==> config.mk <==
export PLATFORM = sky130hd
export DESIGN_NAME = tfr_temp_fault
export DESIGN_NICKNAME = d
export VERILOG_FILES = /design/src/core/tfr_temp_fault.v
export VERILOG_INCLUDE_DIRS = /design/src /design/src/pkg
export SDC_FILE = /design/constraint.sdc
export NUM_CORES = 1
export LEC_CHECK = 0
export BUFFER_PORTS_ARGS = -buffer_cell sky130_fd_sc_hd__buf_4
export CORE_UTILIZATION = 55
export DETAILED_ROUTE_END_ITERATION = 12
export PLACE_DENSITY = 0.81
export SLEW_MARGIN = 20
export SYNTH_ARGS = -nofsm -noshare
export SYNTH_HDL_FRONTEND = slang
export SYNTH_SLANG_ARGS = --single-unit
==> constraint.sdc <==
create_clock -name clk_i -period 11.5 [get_ports clk_i]
set_input_delay 0.575 -clock clk_i [delete_from_list [all_inputs] [get_ports clk_i]]
set_output_delay 0.575 -clock clk_i [all_outputs]
set_load 0.02 [all_outputs]
==> src/pkg/tfr_defines.vh <==
// register offsets, field layout, reset values and timing for the temperature fault response
`ifndef TFR_DEFINES_VH
`define TFR_DEFINES_VH
`define TFR_CMD_OT_FAULT_THR   8'h4F
`define TFR_CMD_OT_ACTION      8'h50
`define TFR_CMD_OT_WARN_THR    8'h51
`define TFR_CMD_UT_WARN_THR    8'h52
`define TFR_CMD_TEMP_STATUS    8'h7D
`define TFR_ACT_RESP_HI        7
`define TFR_ACT_RESP_LO        6
`define TFR_ACT_TRY_HI         5
`define TFR_ACT_TRY_LO         3
`define TFR_ACT_DLY_HI         2
`define TFR_ACT_DLY_LO         0
`define TFR_RESP_RETRY         2'h2
`define TFR_RESP_LATCH         2'h3
`define TFR_TRY_NONE           3'h0
`define TFR_TRY_FOREVER        3'h7
`define TFR_ST_OT_FAULT        7
`define TFR_ST_OT_WARN         6
`define TFR_ST_UT_WARN         5
`define TFR_RST_ACTION         8'hBF
`define TFR_RST_OT_FAULT_THR   16'h0FD4
`define TFR_RST_OT_WARN_THR    16'h0FAA
`define TFR_RST_UT_WARN_THR    16'hE580
`define TFR_RST_BYTE           8'h00
`define TFR_DEV_ADDR           7'h24
`define TFR_RETRY_STEP_MS      35
`define TFR_CLK_KHZ            25000
`endif

==> src/core/tfr_temp_fault.v <==
// temperature fault response registers with a management-link slave and retry control
`timescale 1ns/100ps
`include "tfr_defines.vh"
module tfr_temp_fault #(
  parameter [6:0]  DEV_ADDR    = `TFR_DEV_ADDR,
  parameter [19:0] STEP_CYCLES = `TFR_RETRY_STEP_MS * `TFR_CLK_KHZ
) (
  input  wire        clk_i,
  input  wire        rst_i,
  input  wire        ce_i,
  input  wire        scl_i,
  input  wire        sda_i,
  output reg         sda_o,
  output reg         sda_oe_o,
  output reg         alert_line_o,
  output reg         alert_line_oe_o,
  input  wire [15:0] temp_i,
  input  wire        out_cmd_on_i,
  output reg         out_en_o,
  output reg  [7:0]  temp_status_o
);
  localparam [2:0] RS_RUN  = 3'b001, RS_WAIT = 3'b010, RS_HOLD = 3'b100;
  localparam [6:0] LS_IDLE = 7'b0000001, LS_ADDR = 7'b0000010, LS_CMD  = 7'b0000100,
                   LS_WDAT = 7'b0001000, LS_ACK  = 7'b0010000, LS_RDAT = 7'b0100000,
                   LS_RACK = 7'b1000000;
  // linear format to fixed point: 11-bit signed mantissa times two to a 5-bit signed exponent
  function signed [47:0] lin2fix;
    input [15:0] v;
    reg signed [47:0] m;
    begin
      m = {{37{v[10]}}, v[10:0]};
      lin2fix = m <<< ({1'b0, v[15:11]} ^ 6'h10);
    end
  endfunction
  //////////////////////////////////////////////////////////////////////////////////////////
  // pin synchronisers and edge detection
  reg [1:0] scl_sq;
  reg [1:0] sda_sq;
  reg       scl_prev_q;
  reg       sda_prev_q;
  always @(posedge clk_i) begin
    if (rst_i) begin
      scl_sq     <= 2'h3;
      sda_sq     <= 2'h3;
      scl_prev_q <= 1'b1;
      sda_prev_q <= 1'b1;
    end else if (ce_i) begin
      scl_sq     <= {scl_sq[0], scl_i};
      sda_sq     <= {sda_sq[0], sda_i};
      scl_prev_q <= scl_sq[1];
      sda_prev_q <= sda_sq[1];
    end
  end
  wire scl_rise = scl_sq[1] & ~scl_prev_q;
  wire scl_fall = ~scl_sq[1] & scl_prev_q;
  wire bus_start = scl_sq[1] & scl_prev_q & ~sda_sq[1] & sda_prev_q;
  wire bus_stop  = scl_sq[1] & scl_prev_q & sda_sq[1] & ~sda_prev_q;
  //////////////////////////////////////////////////////////////////////////////////////////
  // registers and temperature comparison
  reg  [7:0]  action_q;
  reg  [15:0] ot_fault_thr_q;
  reg  [15:0] ot_warn_thr_q;
  reg  [15:0] ut_warn_thr_q;
  reg  [7:0]  wr_lo_q;
  reg  [7:0]  st_clr;
  reg         wr_stb;
  reg  [15:0] wr_val;
  wire signed [47:0] temp_fix = lin2fix(temp_i);
  wire ot_fault = temp_fix > lin2fix(ot_fault_thr_q);
  wire ot_warn  = temp_fix > lin2fix(ot_warn_thr_q);
  wire ut_warn  = temp_fix < lin2fix(ut_warn_thr_q);
  wire [1:0] resp_code = action_q[`TFR_ACT_RESP_HI:`TFR_ACT_RESP_LO];
  wire [2:0] try_max   = action_q[`TFR_ACT_TRY_HI:`TFR_ACT_TRY_LO];
  wire [2:0] dly_steps = action_q[`TFR_ACT_DLY_HI:`TFR_ACT_DLY_LO];
  //////////////////////////////////////////////////////////////////////////////////////////
  // management link slave: byte and word reads and writes, low byte first
  reg [6:0] ls_q;
  reg [3:0] bit_q;
  reg [7:0] sh_q;
  reg [7:0] cmd_q;
  reg       byte_q;
  reg       rd_q;
  reg       to_cmd_q;
  reg [7:0] tx_q;
  wire is_word = (cmd_q == `TFR_CMD_OT_FAULT_THR) | (cmd_q == `TFR_CMD_OT_WARN_THR) |
                 (cmd_q == `TFR_CMD_UT_WARN_THR);
  reg [15:0] rd_word;
  always @* begin
    case (cmd_q)
      `TFR_CMD_OT_FAULT_THR: rd_word = ot_fault_thr_q;
      `TFR_CMD_OT_ACTION:    rd_word = {`TFR_RST_BYTE, action_q};
      `TFR_CMD_OT_WARN_THR:  rd_word = ot_warn_thr_q;
      `TFR_CMD_UT_WARN_THR:  rd_word = ut_warn_thr_q;
      `TFR_CMD_TEMP_STATUS:  rd_word = {`TFR_RST_BYTE, temp_status_o};
      default:               rd_word = {`TFR_RST_BYTE, `TFR_RST_BYTE};
    endcase
  end
  wire [7:0] rd_byte = byte_q ? rd_word[15:8] : rd_word[7:0];
  always @(posedge clk_i) begin
    if (rst_i) begin
      ls_q     <= LS_IDLE;
      bit_q    <= 4'h0;
      sh_q     <= 8'h00;
      cmd_q    <= 8'h00;
      byte_q   <= 1'b0;
      rd_q     <= 1'b0;
      to_cmd_q <= 1'b0;
      tx_q     <= 8'h00;
      wr_lo_q  <= 8'h00;
      sda_o    <= 1'b0;
      sda_oe_o <= 1'b0;
    end else if (ce_i) begin
      sda_o <= 1'b0;
      if (bus_start) begin
        ls_q     <= LS_ADDR;
        bit_q    <= 4'h0;
        byte_q   <= 1'b0;
        sda_oe_o <= 1'b0;
      end else if (bus_stop) begin
        ls_q     <= LS_IDLE;
        sda_oe_o <= 1'b0;
      end else if (scl_rise) begin
        if (ls_q == LS_ADDR || ls_q == LS_CMD || ls_q == LS_WDAT) begin
          sh_q  <= {sh_q[6:0], sda_sq[1]};
          bit_q <= bit_q + 4'h1;
        end else if (ls_q == LS_RDAT) begin
          bit_q <= bit_q + 4'h1;
        end else if (ls_q == LS_RACK && sda_sq[1]) begin
          ls_q <= LS_IDLE; // master ended the read
        end
      end else if (scl_fall) begin
        case (ls_q)
          LS_ADDR: if (bit_q == 4'h8) begin
            if (sh_q[7:1] == DEV_ADDR) begin
              rd_q     <= sh_q[0];
              to_cmd_q <= ~sh_q[0];
              ls_q     <= LS_ACK;
              sda_oe_o <= 1'b1;
            end else begin
              ls_q <= LS_IDLE;
            end
          end
          LS_CMD: if (bit_q == 4'h8) begin
            cmd_q    <= sh_q;
            ls_q     <= LS_ACK;
            sda_oe_o <= 1'b1;
          end
          LS_WDAT: if (bit_q == 4'h8) begin
            wr_lo_q  <= sh_q;
            byte_q   <= 1'b1;
            ls_q     <= LS_ACK;
            sda_oe_o <= 1'b1;
          end
          LS_ACK, LS_RACK: begin
            bit_q <= 4'h0;
            if (rd_q) begin
              ls_q     <= LS_RDAT;
              tx_q     <= {rd_byte[6:0], 1'b0};
              sda_oe_o <= ~rd_byte[7];
            end else begin
              ls_q     <= to_cmd_q ? LS_CMD : LS_WDAT;
              to_cmd_q <= 1'b0;
              sda_oe_o <= 1'b0;
            end
          end
          LS_RDAT: begin
            if (bit_q == 4'h8) begin
              ls_q     <= LS_RACK;
              sda_oe_o <= 1'b0;
              byte_q   <= ~byte_q;
            end else begin
              tx_q     <= {tx_q[6:0], 1'b0};
              sda_oe_o <= ~tx_q[7];
            end
          end
          default: ls_q <= ls_q;
        endcase
      end
    end
  end
  // a write lands when its last byte is in: byte commands on the first, words on the second
  always @* begin
    wr_stb = ce_i & scl_fall & (ls_q == LS_WDAT) & (bit_q == 4'h8) & (byte_q | ~is_word);
    wr_val = byte_q ? {sh_q, wr_lo_q} : {`TFR_RST_BYTE, sh_q};
    st_clr = (wr_stb && cmd_q == `TFR_CMD_TEMP_STATUS) ? sh_q : 8'h00;
  end
  always @(posedge clk_i) begin
    if (rst_i) begin
      action_q       <= `TFR_RST_ACTION;
      ot_fault_thr_q <= `TFR_RST_OT_FAULT_THR;
      ot_warn_thr_q  <= `TFR_RST_OT_WARN_THR;
      ut_warn_thr_q  <= `TFR_RST_UT_WARN_THR;
    end else if (wr_stb) begin
      case (cmd_q)
        `TFR_CMD_OT_FAULT_THR: ot_fault_thr_q <= wr_val;
        `TFR_CMD_OT_ACTION:    action_q       <= wr_val[7:0];
        `TFR_CMD_OT_WARN_THR:  ot_warn_thr_q  <= wr_val;
        `TFR_CMD_UT_WARN_THR:  ut_warn_thr_q  <= wr_val;
        default:               action_q       <= action_q;
      endcase
    end
  end
  //////////////////////////////////////////////////////////////////////////////////////////
  // status, alert and retry control
  reg [2:0]  rs_q;
  reg [2:0]  tries_q;
  reg [2:0]  step_q;
  reg [19:0] cyc_q;
  always @(posedge clk_i) begin
    if (rst_i) begin
      temp_status_o   <= 8'h00;
      alert_line_o    <= 1'b0;
      alert_line_oe_o <= 1'b0;
    end else if (ce_i) begin
      // a new event beats a clear in the same cycle
      temp_status_o[`TFR_ST_OT_FAULT] <= ot_fault |
        (temp_status_o[`TFR_ST_OT_FAULT] & ~st_clr[`TFR_ST_OT_FAULT]);
      temp_status_o[`TFR_ST_OT_WARN] <= ot_warn |
        (temp_status_o[`TFR_ST_OT_WARN] & ~st_clr[`TFR_ST_OT_WARN]);
      temp_status_o[`TFR_ST_UT_WARN] <= ut_warn |
        (temp_status_o[`TFR_ST_UT_WARN] & ~st_clr[`TFR_ST_UT_WARN]);
      alert_line_oe_o <= ot_fault | ot_warn | ut_warn | (|(temp_status_o & ~st_clr));
    end
  end
  always @(posedge clk_i) begin
    if (rst_i) begin
      rs_q     <= RS_RUN;
      tries_q  <= 3'h0;
      step_q   <= 3'h0;
      cyc_q    <= 20'h00000;
      out_en_o <= 1'b0;
    end else if (ce_i) begin
      case (rs_q)
        RS_RUN: begin
          out_en_o <= out_cmd_on_i;
          if (~temp_status_o[`TFR_ST_OT_FAULT] | ~out_cmd_on_i)
            tries_q <= 3'h0;
          if (out_cmd_on_i & ot_fault & (resp_code == `TFR_RESP_LATCH)) begin
            out_en_o <= 1'b0;
            rs_q     <= RS_HOLD;
          end else if (out_cmd_on_i & ot_fault & (resp_code == `TFR_RESP_RETRY)) begin
            out_en_o <= 1'b0;
            cyc_q    <= 20'h00000;
            step_q   <= 3'h0;
            if (try_max == `TFR_TRY_NONE)
              rs_q <= RS_HOLD;
            else if (try_max != `TFR_TRY_FOREVER && tries_q == try_max)
              rs_q <= RS_HOLD;
            else begin
              rs_q    <= RS_WAIT;
              tries_q <= (try_max == `TFR_TRY_FOREVER) ? tries_q : tries_q + 3'h1;
            end
          end
        end
        RS_WAIT: begin
          if (~out_cmd_on_i) begin
            rs_q    <= RS_RUN;
            tries_q <= 3'h0;
          end else if (cyc_q == STEP_CYCLES - 20'h00001) begin
            cyc_q <= 20'h00000;
            if (step_q == dly_steps) begin
              rs_q     <= RS_RUN;
              out_en_o <= 1'b1;
            end else begin
              step_q <= step_q + 3'h1;
            end
          end else begin
            cyc_q <= cyc_q + 20'h00001;
          end
        end
        RS_HOLD: begin
          // stays off until the host clears the fault and the temperature is back under limit
          if (~temp_status_o[`TFR_ST_OT_FAULT] & ~ot_fault) begin
            rs_q    <= RS_RUN;
            tries_q <= 3'h0;
          end
        end
        default: rs_q <= RS_RUN;
      endcase
    end
  end
endmodule

==> results of run 1 <==
-- synthesized netlist by cell type (4+ instances only) --
cell type | number | area share
clkbuf_1 | 91 | 0.025
nor4_1 | 9 | 0.0042
o31a_1 | 7 | 0.0046
clkinv_1 | 5 | 0.0014
or4_1 | 4 | 0.0022
nand3_1 | 36 | 0.013
o22a_1 | 4 | 0.0026
nor2b_1 | 20 | 0.0093
nand4_1 | 29 | 0.014
a22oi_1 | 23 | 0.013
nand3b_1 | 7 | 0.0039
a221o_1 | 8 | 0.0060
or2_2 | 4 | 0.0019
mux2_2 | 18 | 0.015
o221ai_1 | 7 | 0.0046
and3_1 | 10 | 0.0047
inv_1 | 37 | 0.010
mux2i_1 | 121 | 0.090
dfxtp_1 | 142 | 0.21
a221oi_1 | 12 | 0.0078
a21o_1 | 34 | 0.019
buf_1 | 18 | 0.0050
buf_2 | 8 | 0.0030
and2_1 | 17 | 0.0079
buf_4 | 8 | 0.0045
nand2b_1 | 10 | 0.0047
o21ai_0 | 112 | 0.042
xnor2_1 | 18 | 0.012
o21ai_1 | 4 | 0.0015
nor3_1 | 25 | 0.0093
nand2_1 | 243 | 0.068
xor2_1 | 5 | 0.0033
a211oi_1 | 30 | 0.017
ha_1 | 133 | 0.12
o21a_1 | 10 | 0.0056
nor2_1 | 226 | 0.063
a2111oi_1 | 5 | 0.0037
a21oi_1 | 158 | 0.059
o22ai_1 | 9 | 0.0042
o211ai_1 | 52 | 0.029
or3_1 | 9 | 0.0042
a311oi_1 | 4 | 0.0026
a31oi_1 | 16 | 0.0075
-- final timing paths --
| check | slack, ps | from | endpoint | cells past startpoint |
|---|---|---|---|---|
| setup reg to reg | 6110 | ot_fault_thr_q[12]$_SDFFE_PP0P_ | cyc_q[4]$_SDFFE_PP0P_ | 14 |
| hold reg to reg | 480 | cyc_q[1]$_SDFFE_PP0P_ | cyc_q[1]$_SDFFE_PP0P_ | 2 |
| setup / recovery | 6110 | ot_fault_thr_q[12]$_SDFFE_PP0P_ | cyc_q[4]$_SDFFE_PP0P_ | 14 |
| hold / removal | 360 | scl_i | scl_sq[0]$_SDFFE_PP1P_ | 3 |
-- power by group through the flow --
| stage | Sequential, mW | Clock [mW] | Combinational [mW] |
|---|---|---|---|
| after global routing | 0.501 | 0.593 | 0.205 |
| after CTS | 0.500 | 0.572 | 0.182 |
| after global placement | 0.511 | 0 | 0.177 |
| after floorplan | 0.511 | 0 | 0.128 |
| final | 0.501 | 0.571 | 0.187 |
| after detailed placement | 0.511 | 0 | 0.181 |
-- metrics by stage --
step	utilization	hold slack, ps	total power, mW	cells
after floorplan	-	441	0.639	1827
after global placement	0.575	461	0.688	2061
after detailed placement	0.575	466	0.692	2061
after CTS	0.600	361	1.25	2092
after global routing	0.600	364	1.30	2092
final	0.600	364	1.26	2092
-- critical path: stages (launching register included) --
cell and delay, ps:
dfxtp_1 800, mux2_2 430, o21ai_0 520, o21ai_0 270, o21ba_2 270, mux2i_1 200
ha_1 290, a41oi_1 170, o21ai_0 110, a221oi_1 420, o22a_1 290, nand4_1 550
nand2_1 350, a21o_1 480, nor2_1 110
-- layout make-up --
| cell class | instances | area [um^2] |
|---|---|---|
| Multi-Input combinational cell | 1517 | 9900 |
| Fill cell | 2146 | 9470 |
| Sequential cell | 142 | 2840 |
| Clock buffer | 17 | 425 |
| Tap cell | 319 | 399 |
| Timing Repair Buffer | 40 | 300 |
| Clock inverter | 14 | 180 |
| Inverter | 43 | 161 |
-- cells by family (layout without fill, tap and decap cells) --
group | Yosys count | after routing | synth area share
fa+ha+maj | 133 | 133 | 0.124
flops | 142 | 142 | 0.212
mux | 140 | 140 | 0.107
compound gates | 536 | 536 | 0.258
other cells | 1 | 7 | 0.000280
xor+xnor | 23 | 23 | 0.0150
simple gates | 678 | 678 | 0.233
buf+inv | 168 | 114 | 0.0501
-- state kept, by name, summed over array words and instances, names as in the netlist, 4 cells and up --
name and count:
ot_warn_thr_q 16, ls_q 7, cmd_q 8, ot_fault_thr_q 16, tx_q 7, sh_q 8
action_q 8, wr_lo_q 8, ut_warn_thr_q 16, bit_q 4, cyc_q 20
-- metal layers --
layer | vias to the layer above | wire length (um) | track usage
met5 | - | 0 | 0
met4 | 0 | 2100 | 0.173
met2 | 638 | 18200 | 0.525
met1 | 6322 | 17200 | 0.435
li1 | 6538 | - | -
met3 | 127 | 3450 | 0.0443
==> flow_summary.json, run 1 <==
{
  "outcome": "completed",
  "worstSetupEndpointType": "flop",
  "die_w_um": 158,
  "die_y_um": 158,
  "hold_path.class": "primary input to flop",
  "swShare": 0.279,
  "drive_gt1_frac": 0.0637,
  "clockPowerShare": 0.454,
  "synthArstFlopShare": 0,
  "p_switching_mw": 0.352,
  "period_share": 0.468,
  "netlist_area_um2": 13400,
  "power-per-cell-area_nw_per_um2": 88.6,
  "setup_viol": 0,
  "power.leakage_nw": 5.84,
  "gp_congestion": 0.988,
  "numCtsBuffers": 17,
  "layout_common_cells": "nand2_1, nor2_1, a21oi_1",
  "clock.fmax_mhz": 186,
  "cts_root_buffer": "clkbuf_16",
  "cts_tree": "yes",
  "syn_area_per_cell_um2": 7.36,
  "startpoint_type": "flop",
  "clock_latency_ps": 430,
  "ys_warn_count": 0,
  "wirelength_um": 40900,
  "vias": 13600,
  "port_buffers": 27,
  "clkSinkCount": 142,
  "overflow": 0,
  "drtIter0Drc": 1556,
  "max_slew_margin": 0.266,
  "clkTransAtPathRegs_ps": 60,
  "worst_ep_required_time_ps": 11800,
  "critPathMaxFanout": 20,
  "preCtsSetupSlack_ps": 6280,
  "design_area_um2": 14200,
  "rsz0062_at_grt": "no",
  "netlist_instances": 1821,
  "rows": 56,
  "ant_nets": 0,
  "drc": 0,
  "core_area_um2": 23700,
  "cts_setup_buffers": 0,
  "grt_pass1_vias": 12300,
  "fp.dieArea_um2": 25000,
  "cp.arrival_ps": 5680,
  "drv_slew": 0,
  "grt_usage": 0.330,
  "clockBufferDepth": 2,
  "antenna_found_initial": 0,
  "skew_ps": 11.4,
  "synth-main-ff-cell": "dfxtp_1",
  "ys_seq_elements": 142,
  "cts.repair.resized": 0,
  "hpwlAfterDp_um": 30300,
  "htreeDepth": 4,
  "synth.distinct_cells": 85,
  "drtPass1Iterations": 6,
  "layout_commonest_cell": "nand2_1",
  "avgRoutedWirePerCell_um": 19.6,
  "initial_utilization": 0.566,
  "power_frac_seq": 0.398,
  "grt_max_degree": 89,
  "syn_to_final_growth_pct": 6.11,
  "boundaryPins": 35,
  "avgViaCountPerCell": 6.51,
  "synth_edf_count": 0,
  "combPwrFrac": 0.149,
  "place_area_um2": 13600,
  "fin_crit_ps": 5390,
  "worst_pin_slew_ps": 1090,
  "worst_slack_ps": 6110,
  "vdd_drop_max_mv": 0.135,
  "final_nets": 1916,
  "path_class": "flop to flop",
  "yosysSeqAreaShare": 0.212,
  "num_antenna_cells": 0,
  "p_int_mw": 0.907,
  "cts_hold_buffers": 0,
  "grt_pass1_wl_um": 64700,
  "setup-tns-final_ps": 0,
  "maxCapViolations": 0,
  "hold_viol": 0
}
(Power assumes the default switching activity.)
==> inputs of run 2 (changes only) <==
PLACE_DENSITY = 0.83   (was 0.81)
clock period = 4.6 ns   (was 11.5 ns; I/O delays follow)
==> flow_summary.json, run 2 (same netlist as run 1, synthesis figures left out) <==
{
  "boundaryPins": 35,
  "regMostFlops": "cyc_q",
  "cp_slowest_cell": "or4_1",
  "power-per-cell-area_nw_per_um2": 214,
  "clock_latency_ps": 420,
  "hpwlAfterDp_um": 32100,
  "max_slew_margin": 0.298,
  "fin_cells": 2136,
  "combPwrFrac": 0.156,
  "critPathTopFamily": "simple AND/OR/NAND/NOR gates",
  "grt_pass1_vias": 12800,
  "grt_max_degree": 88,
  "gp_congestion": 1.03,
  "dp_cells": 2105,
  "cpPeakStageDelay_ps": 520,
  "fin_crit_ps": 4420,
  "r2r_cells": 16,
  "swShare": 0.287,
  "initial_utilization": 0.566,
  "port_buffers": 27,
  "die_w_um": 158,
  "numCtsBuffers": 17,
  "outcome": "completed",
  "vdd_drop_max_mv": 0.249,
  "period_share": 0.961,
  "rows": 56,
  "ant_nets": 0,
  "critPathMaxFanout": 13,
  "setup_viol": 0,
  "clockPowerShare": 0.443,
  "clockBufferDepth": 2,
  "worstSetupEndpointType": "flop",
  "avgRoutedWirePerCell_um": 20.1,
  "num_antenna_cells": 0,
  "cp.depth": 16,
  "cts_hold_buffers": 0,
  "core_area_um2": 23700,
  "clkTransAtPathRegs_ps": 60,
  "worst_ep_required_time_ps": 4860,
  "overflow": 0,
  "largest_register_ff_count": 20,
  "die_y_um": 158,
  "vias": 14100,
  "grt_usage": 0.345,
  "crit_buf_inv": 0,
  "syn_to_final_growth_pct": 8.86,
  "avgViaCountPerCell": 6.60,
  "skew_ps": 7.55,
  "hold_path.class": "primary input to flop",
  "maxCapViolations": 0,
  "htreeDepth": 4,
  "clkSinkCount": 142,
  "drtIter0Drc": 1795,
  "wirelength_um": 42800,
  "drtPass1Iterations": 6,
  "final_nets": 1960,
  "drv_slew": 0,
  "antenna_found_initial": 0,
  "path_class": "flop to flop",
  "whs_path_depth": 3,
  "p_int_mw": 2.23,
  "fp.dieArea_um2": 25000,
  "power.leakage_nw": 6.06,
  "worst_pin_slew_ps": 1050,
  "p_switching_mw": 0.896,
  "clock.fmax_mhz": 226,
  "power_frac_seq": 0.400,
  "layout_commonest_cell": "nand2_1",
  "drc": 0,
  "cts_root_buffer": "clkbuf_16",
  "fillers": 2129,
  "setup-tns-final_ps": 0,
  "layout_common_cells": "nand2_1, nor2_1, a21oi_1",
  "hold_viol": 0,
  "rsz0062_at_grt": "no",
  "startpoint_type": "flop",
  "finish.utilization": 0.616,
  "grt_pass1_wl_um": 67600,
  "cts_tree": "yes",
  "cp.arrival_ps": 4680,
  "drive_gt1_frac": 0.0919,
  "crit_chain": "mux2_2 -> o21ai_0 -> o22ai_1 -> nor2_1 -> a31oi_1 -> o22ai_1 -> ha_1 -> nand4_1 -> nor2_1 -> nand2_1 -> or4_1 -> or3_1 -> or4_1 -> o311ai_1 -> o21bai_1 -> a211oi_1"
}
run 2: changes by cell type in the layout (fill, tap and decap cells not counted), moves of 3 or more:
cell	delta
buf_4	+42
dfxtp_1	-4
dfxtp_2	+4
inv_6	-3
run 2: area by class of cell:
class,instances,area (um^2),share of cell area
Inverter,43,161,0.0111
Sequential cell,142,2850,0.195
Tap cell,319,399,0.0274
Clock buffer,17,425,0.0292
Multi-Input combinational cell,1517,9930,0.681
Clock inverter,14,159,0.0109
Timing Repair Buffer,84,656,0.0450
run 2: worst paths after layout:
kind | startpoint | slack, ps | to
setup / recovery | ot_warn_thr_q[12]$_SDFFE_PP0P_ | 180 | alert_line_oe_o$_SDFFE_PP0P_
hold / removal | sda_i | 20 | sda_sq[0]$_SDFFE_PP1P_
setup reg to reg | ot_warn_thr_q[12]$_SDFFE_PP0P_ | 180 | alert_line_oe_o$_SDFFE_PP0P_
hold reg to reg | cyc_q[1]$_SDFFE_PP0P_ | 490 | cyc_q[1]$_SDFFE_PP0P_
run 2: worst register-to-register path: stages (launching register included):
cell	delay, ps
dfxtp_2	510
mux2_2	390
o21ai_0	250
o22ai_1	220
nor2_1	140
a31oi_1	50
o22ai_1	270
ha_1	200
nand4_1	120
nor2_1	230
nand2_1	70
or4_1	520
or3_1	380
or4_1	410
o311ai_1	80
o21bai_1	260
a211oi_1	150
run 2: power groups by stage:
stage | logic, mW | clock network (mW) | registers, mW
finish | 0.489 | 1.39 | 1.25
global route | 0.536 | 1.43 | 1.25
CTS | 0.473 | 1.38 | 1.25
detailed placement | 0.469 | 0 | 1.28
global placement | 0.454 | 0 | 1.28
floorplan | 0.320 | 0 | 1.28
run 2: metal layers:
layer | GRT usage | vias up | wire length, um
li1 | - | 6623 | -
met4 | 0.163 | 0 | 1980
met2 | 0.548 | 801 | 18900
met3 | 0.0523 | 167 | 3970
met1 | 0.457 | 6503 | 18000
met5 | 0 | - | 0
run 2: repair_timing:
action / CTS / global route
setup endpoints to repair: 0 / 27
endpoints found under the hold margin: 0 / 0
resized for setup: 0 / 12
buffers inserted: 0 / 0
run 2: per-stage QoR:
stage	cell area [um^2]	setup slack [ps]	total power, mW	hold slack, ps
floorplan	13400	506	1.60	358
global placement	14000	123	1.73	445
detailed placement	14000	35.4	1.75	452
CTS	14500	14.9	3.11	20.0
global route	14600	4.57	3.22	32.8
finish	14600	182	3.13	22.6
==> inputs of run 3 (changes only) <==
CELL_PAD_IN_SITES_DETAIL_PLACEMENT = 1   (was not set)
CELL_PAD_IN_SITES_GLOBAL_PLACEMENT = 1   (was not set)
CORE_UTILIZATION = 43   (was 55)
PLACE_DENSITY = 0.87   (was 0.83)
==> flow_summary.json, run 3 (same netlist as run 1, synthesis figures left out) <==
{
  "power-per-cell-area_nw_per_um2": 227,
  "htreeDepth": 4,
  "syn_to_final_growth_pct": 9.93,
  "rows": 64,
  "antenna_found_initial": 0,
  "worst_pin_slew_ps": 1080,
  "clock.fmax_mhz": 230,
  "boundaryPins": 35,
  "ant_nets": 0,
  "worst_ep_required_time_ps": 4920,
  "cp.arrival_ps": 4660,
  "regMostFlops": "cyc_q",
  "num_antenna_cells": 0,
  "die_y_um": 179,
  "cts_hold_buffers": 0,
  "crit_chain": "mux2_2 -> nor2_1 -> a21oi_1 -> nor2_1 -> a21o_1 -> o21ai_0 -> nand2_1 -> ha_1 -> nand4_1 -> nor2_1 -> a221o_1 -> nor3_1 -> o2111ai_2 -> and2_1 -> a211oi_1 -> a21oi_1 -> mux2_2",
  "p_switching_mw": 0.905,
  "r2r_cells": 17,
  "whs_path_depth": 3,
  "overflow": 0,
  "combPwrFrac": 0.152,
  "drtPass1Iterations": 5,
  "avgViaCountPerCell": 6.41,
  "cts_setup_buffers": 0,
  "preCtsSetupSlack_ps": -72.8,
  "hold_viol": 0,
  "clkSinkCount": 142,
  "worst_slack_ps": 261,
  "fin_crit_ps": 4340,
  "final_nets": 1960,
  "largest_register_ff_count": 20,
  "drv_slew": 0,
  "fillers": 3875,
  "power_frac_seq": 0.374,
  "outcome": "completed",
  "wirelength_um": 49600,
  "hold_path.class": "primary input to flop",
  "drtIter0Drc": 1178,
  "period_share": 0.943,
  "grt_pass1_wl_um": 78500,
  "clkTransAtPathRegs_ps": 60,
  "drc": 0,
  "p_int_mw": 2.44,
  "cts_tree": "yes",
  "critPathTopFamily": "compound AO/OA/AOI/OAI gates",
  "skew_ps": 10.4,
  "cpMostUsedCell": "nor2_1",
  "vias": 14200,
  "path_class": "flop to flop",
  "clockPowerShare": 0.474,
  "gp_congestion": 1.02,
  "cts_root_buffer": "clkbuf_16",
  "grt_max_degree": 89,
  "cp.depth": 17,
  "crit_buf_inv": 0,
  "seq_area_um2": 2850,
  "power.leakage_nw": 6.09,
  "setup_viol": 0,
  "core_area_um2": 30600,
  "layout_common_cells": "nand2_1, nor2_1, a21oi_1",
  "fp.dieArea_um2": 31900,
  "maxCapViolations": 0,
  "startpoint_type": "flop",
  "vdd_drop_max_mv": 0.236,
  "grt_pass1_vias": 14400,
  "port_buffers": 27,
  "swShare": 0.271,
  "grt_usage": 0.315,
  "avgRoutedWirePerCell_um": 22.4,
  "hpwlAfterDp_um": 37500,
  "clock_latency_ps": 440,
  "numCtsBuffers": 17,
  "rsz0062_at_grt": "no",
  "layout_commonest_cell": "nand2_1",
  "clockBufferDepth": 2,
  "initial_utilization": 0.438,
  "die_w_um": 179,
  "drive_gt1_frac": 0.0886,
  "critPathMaxFanout": 5,
  "cpPeakStageDelay_ps": 470,
  "finish.utilization": 0.481,
  "multi_input_comb_area_um2": 9910,
  "cts.repair.resized": 1,
  "cp_slowest_cell": "dfxtp_1",
  "worstSetupEndpointType": "flop",
  "max_slew_margin": 0.281
}
-- run 3: changes by cell type in the layout (fill, tap and decap cells not counted), moves of 2 or more --
| cell | before | now |
|---|---|---|
| bufinv_16 | 2 | 6 |
| dfxtp_2 | 4 | 1 |
| dfxtp_4 | 0 | 2 |
| inv_6 | 3 | 1 |
| inv_8 | 2 | 0 |
| mux2i_1 | 119 | 121 |
| mux2i_2 | 2 | 0 |
-- run 3: path summary, 6_finish.rpt --
kind	startpoint	end	slack [ps]
min	scl_i	scl_sq[0]$_SDFFE_PP1P_	20
min reg2reg	cyc_q[1]$_SDFFE_PP0P_	cyc_q[1]$_SDFFE_PP0P_	480
max	ot_fault_thr_q[5]$_SDFFE_PP0P_	tries_q[0]$_SDFFE_PP0P_	260
max reg2reg	ot_fault_thr_q[5]$_SDFFE_PP0P_	tries_q[0]$_SDFFE_PP0P_	260
-- run 3: routing by layer --
| metal | vias up | GRT usage | share of wire |
|---|---|---|---|
| met5 | - | 0 | 0 |
| met4 | 0 | 0.166 | 0.050 |
| met3 | 166 | 0.0462 | 0.061 |
| met2 | 501 | 0.514 | 0.46 |
| met1 | 6896 | 0.399 | 0.43 |
| li1 | 6621 | - | - |
-- run 3: power by group through the flow --
stage | registers [mW] | logic, mW | clock network (mW)
CTS | 1.25 | 0.494 | 1.59
finish | 1.25 | 0.508 | 1.58
floorplan | 1.28 | 0.320 | 0
global route | 1.25 | 0.548 | 1.64
detailed placement | 1.28 | 0.489 | 0
global placement | 1.28 | 0.467 | 0
-- run 3: layout make-up --
cell class | count | area share
Multi-Input combinational cell | 1517 | 0.673
Sequential cell | 142 | 0.194
Timing Repair Buffer | 84 | 0.0437
Tap cell | 396 | 0.0336
Clock buffer | 18 | 0.0291
Clock inverter | 14 | 0.0162
Inverter | 43 | 0.0110
-- run 3: through the flow --
step                TNS, ps  power [mW]  instance area, um^2  instances  hold slack, ps
detailed placement     -608        1.77                14000       2182             476
finish                    0        3.34                14700       2214            21.6
global route              0        3.44                14700       2214            30.7
CTS                       0        3.34                14700       2214            19.1
global placement          0        1.75                14000       2182             445
floorplan                 0        1.60                13400       1827             358
-- run 3: tightest hold or removal path, cell delays in order --
cell	delay (ps)
buf_4	80
mux2i_1	60
nand2_1	60
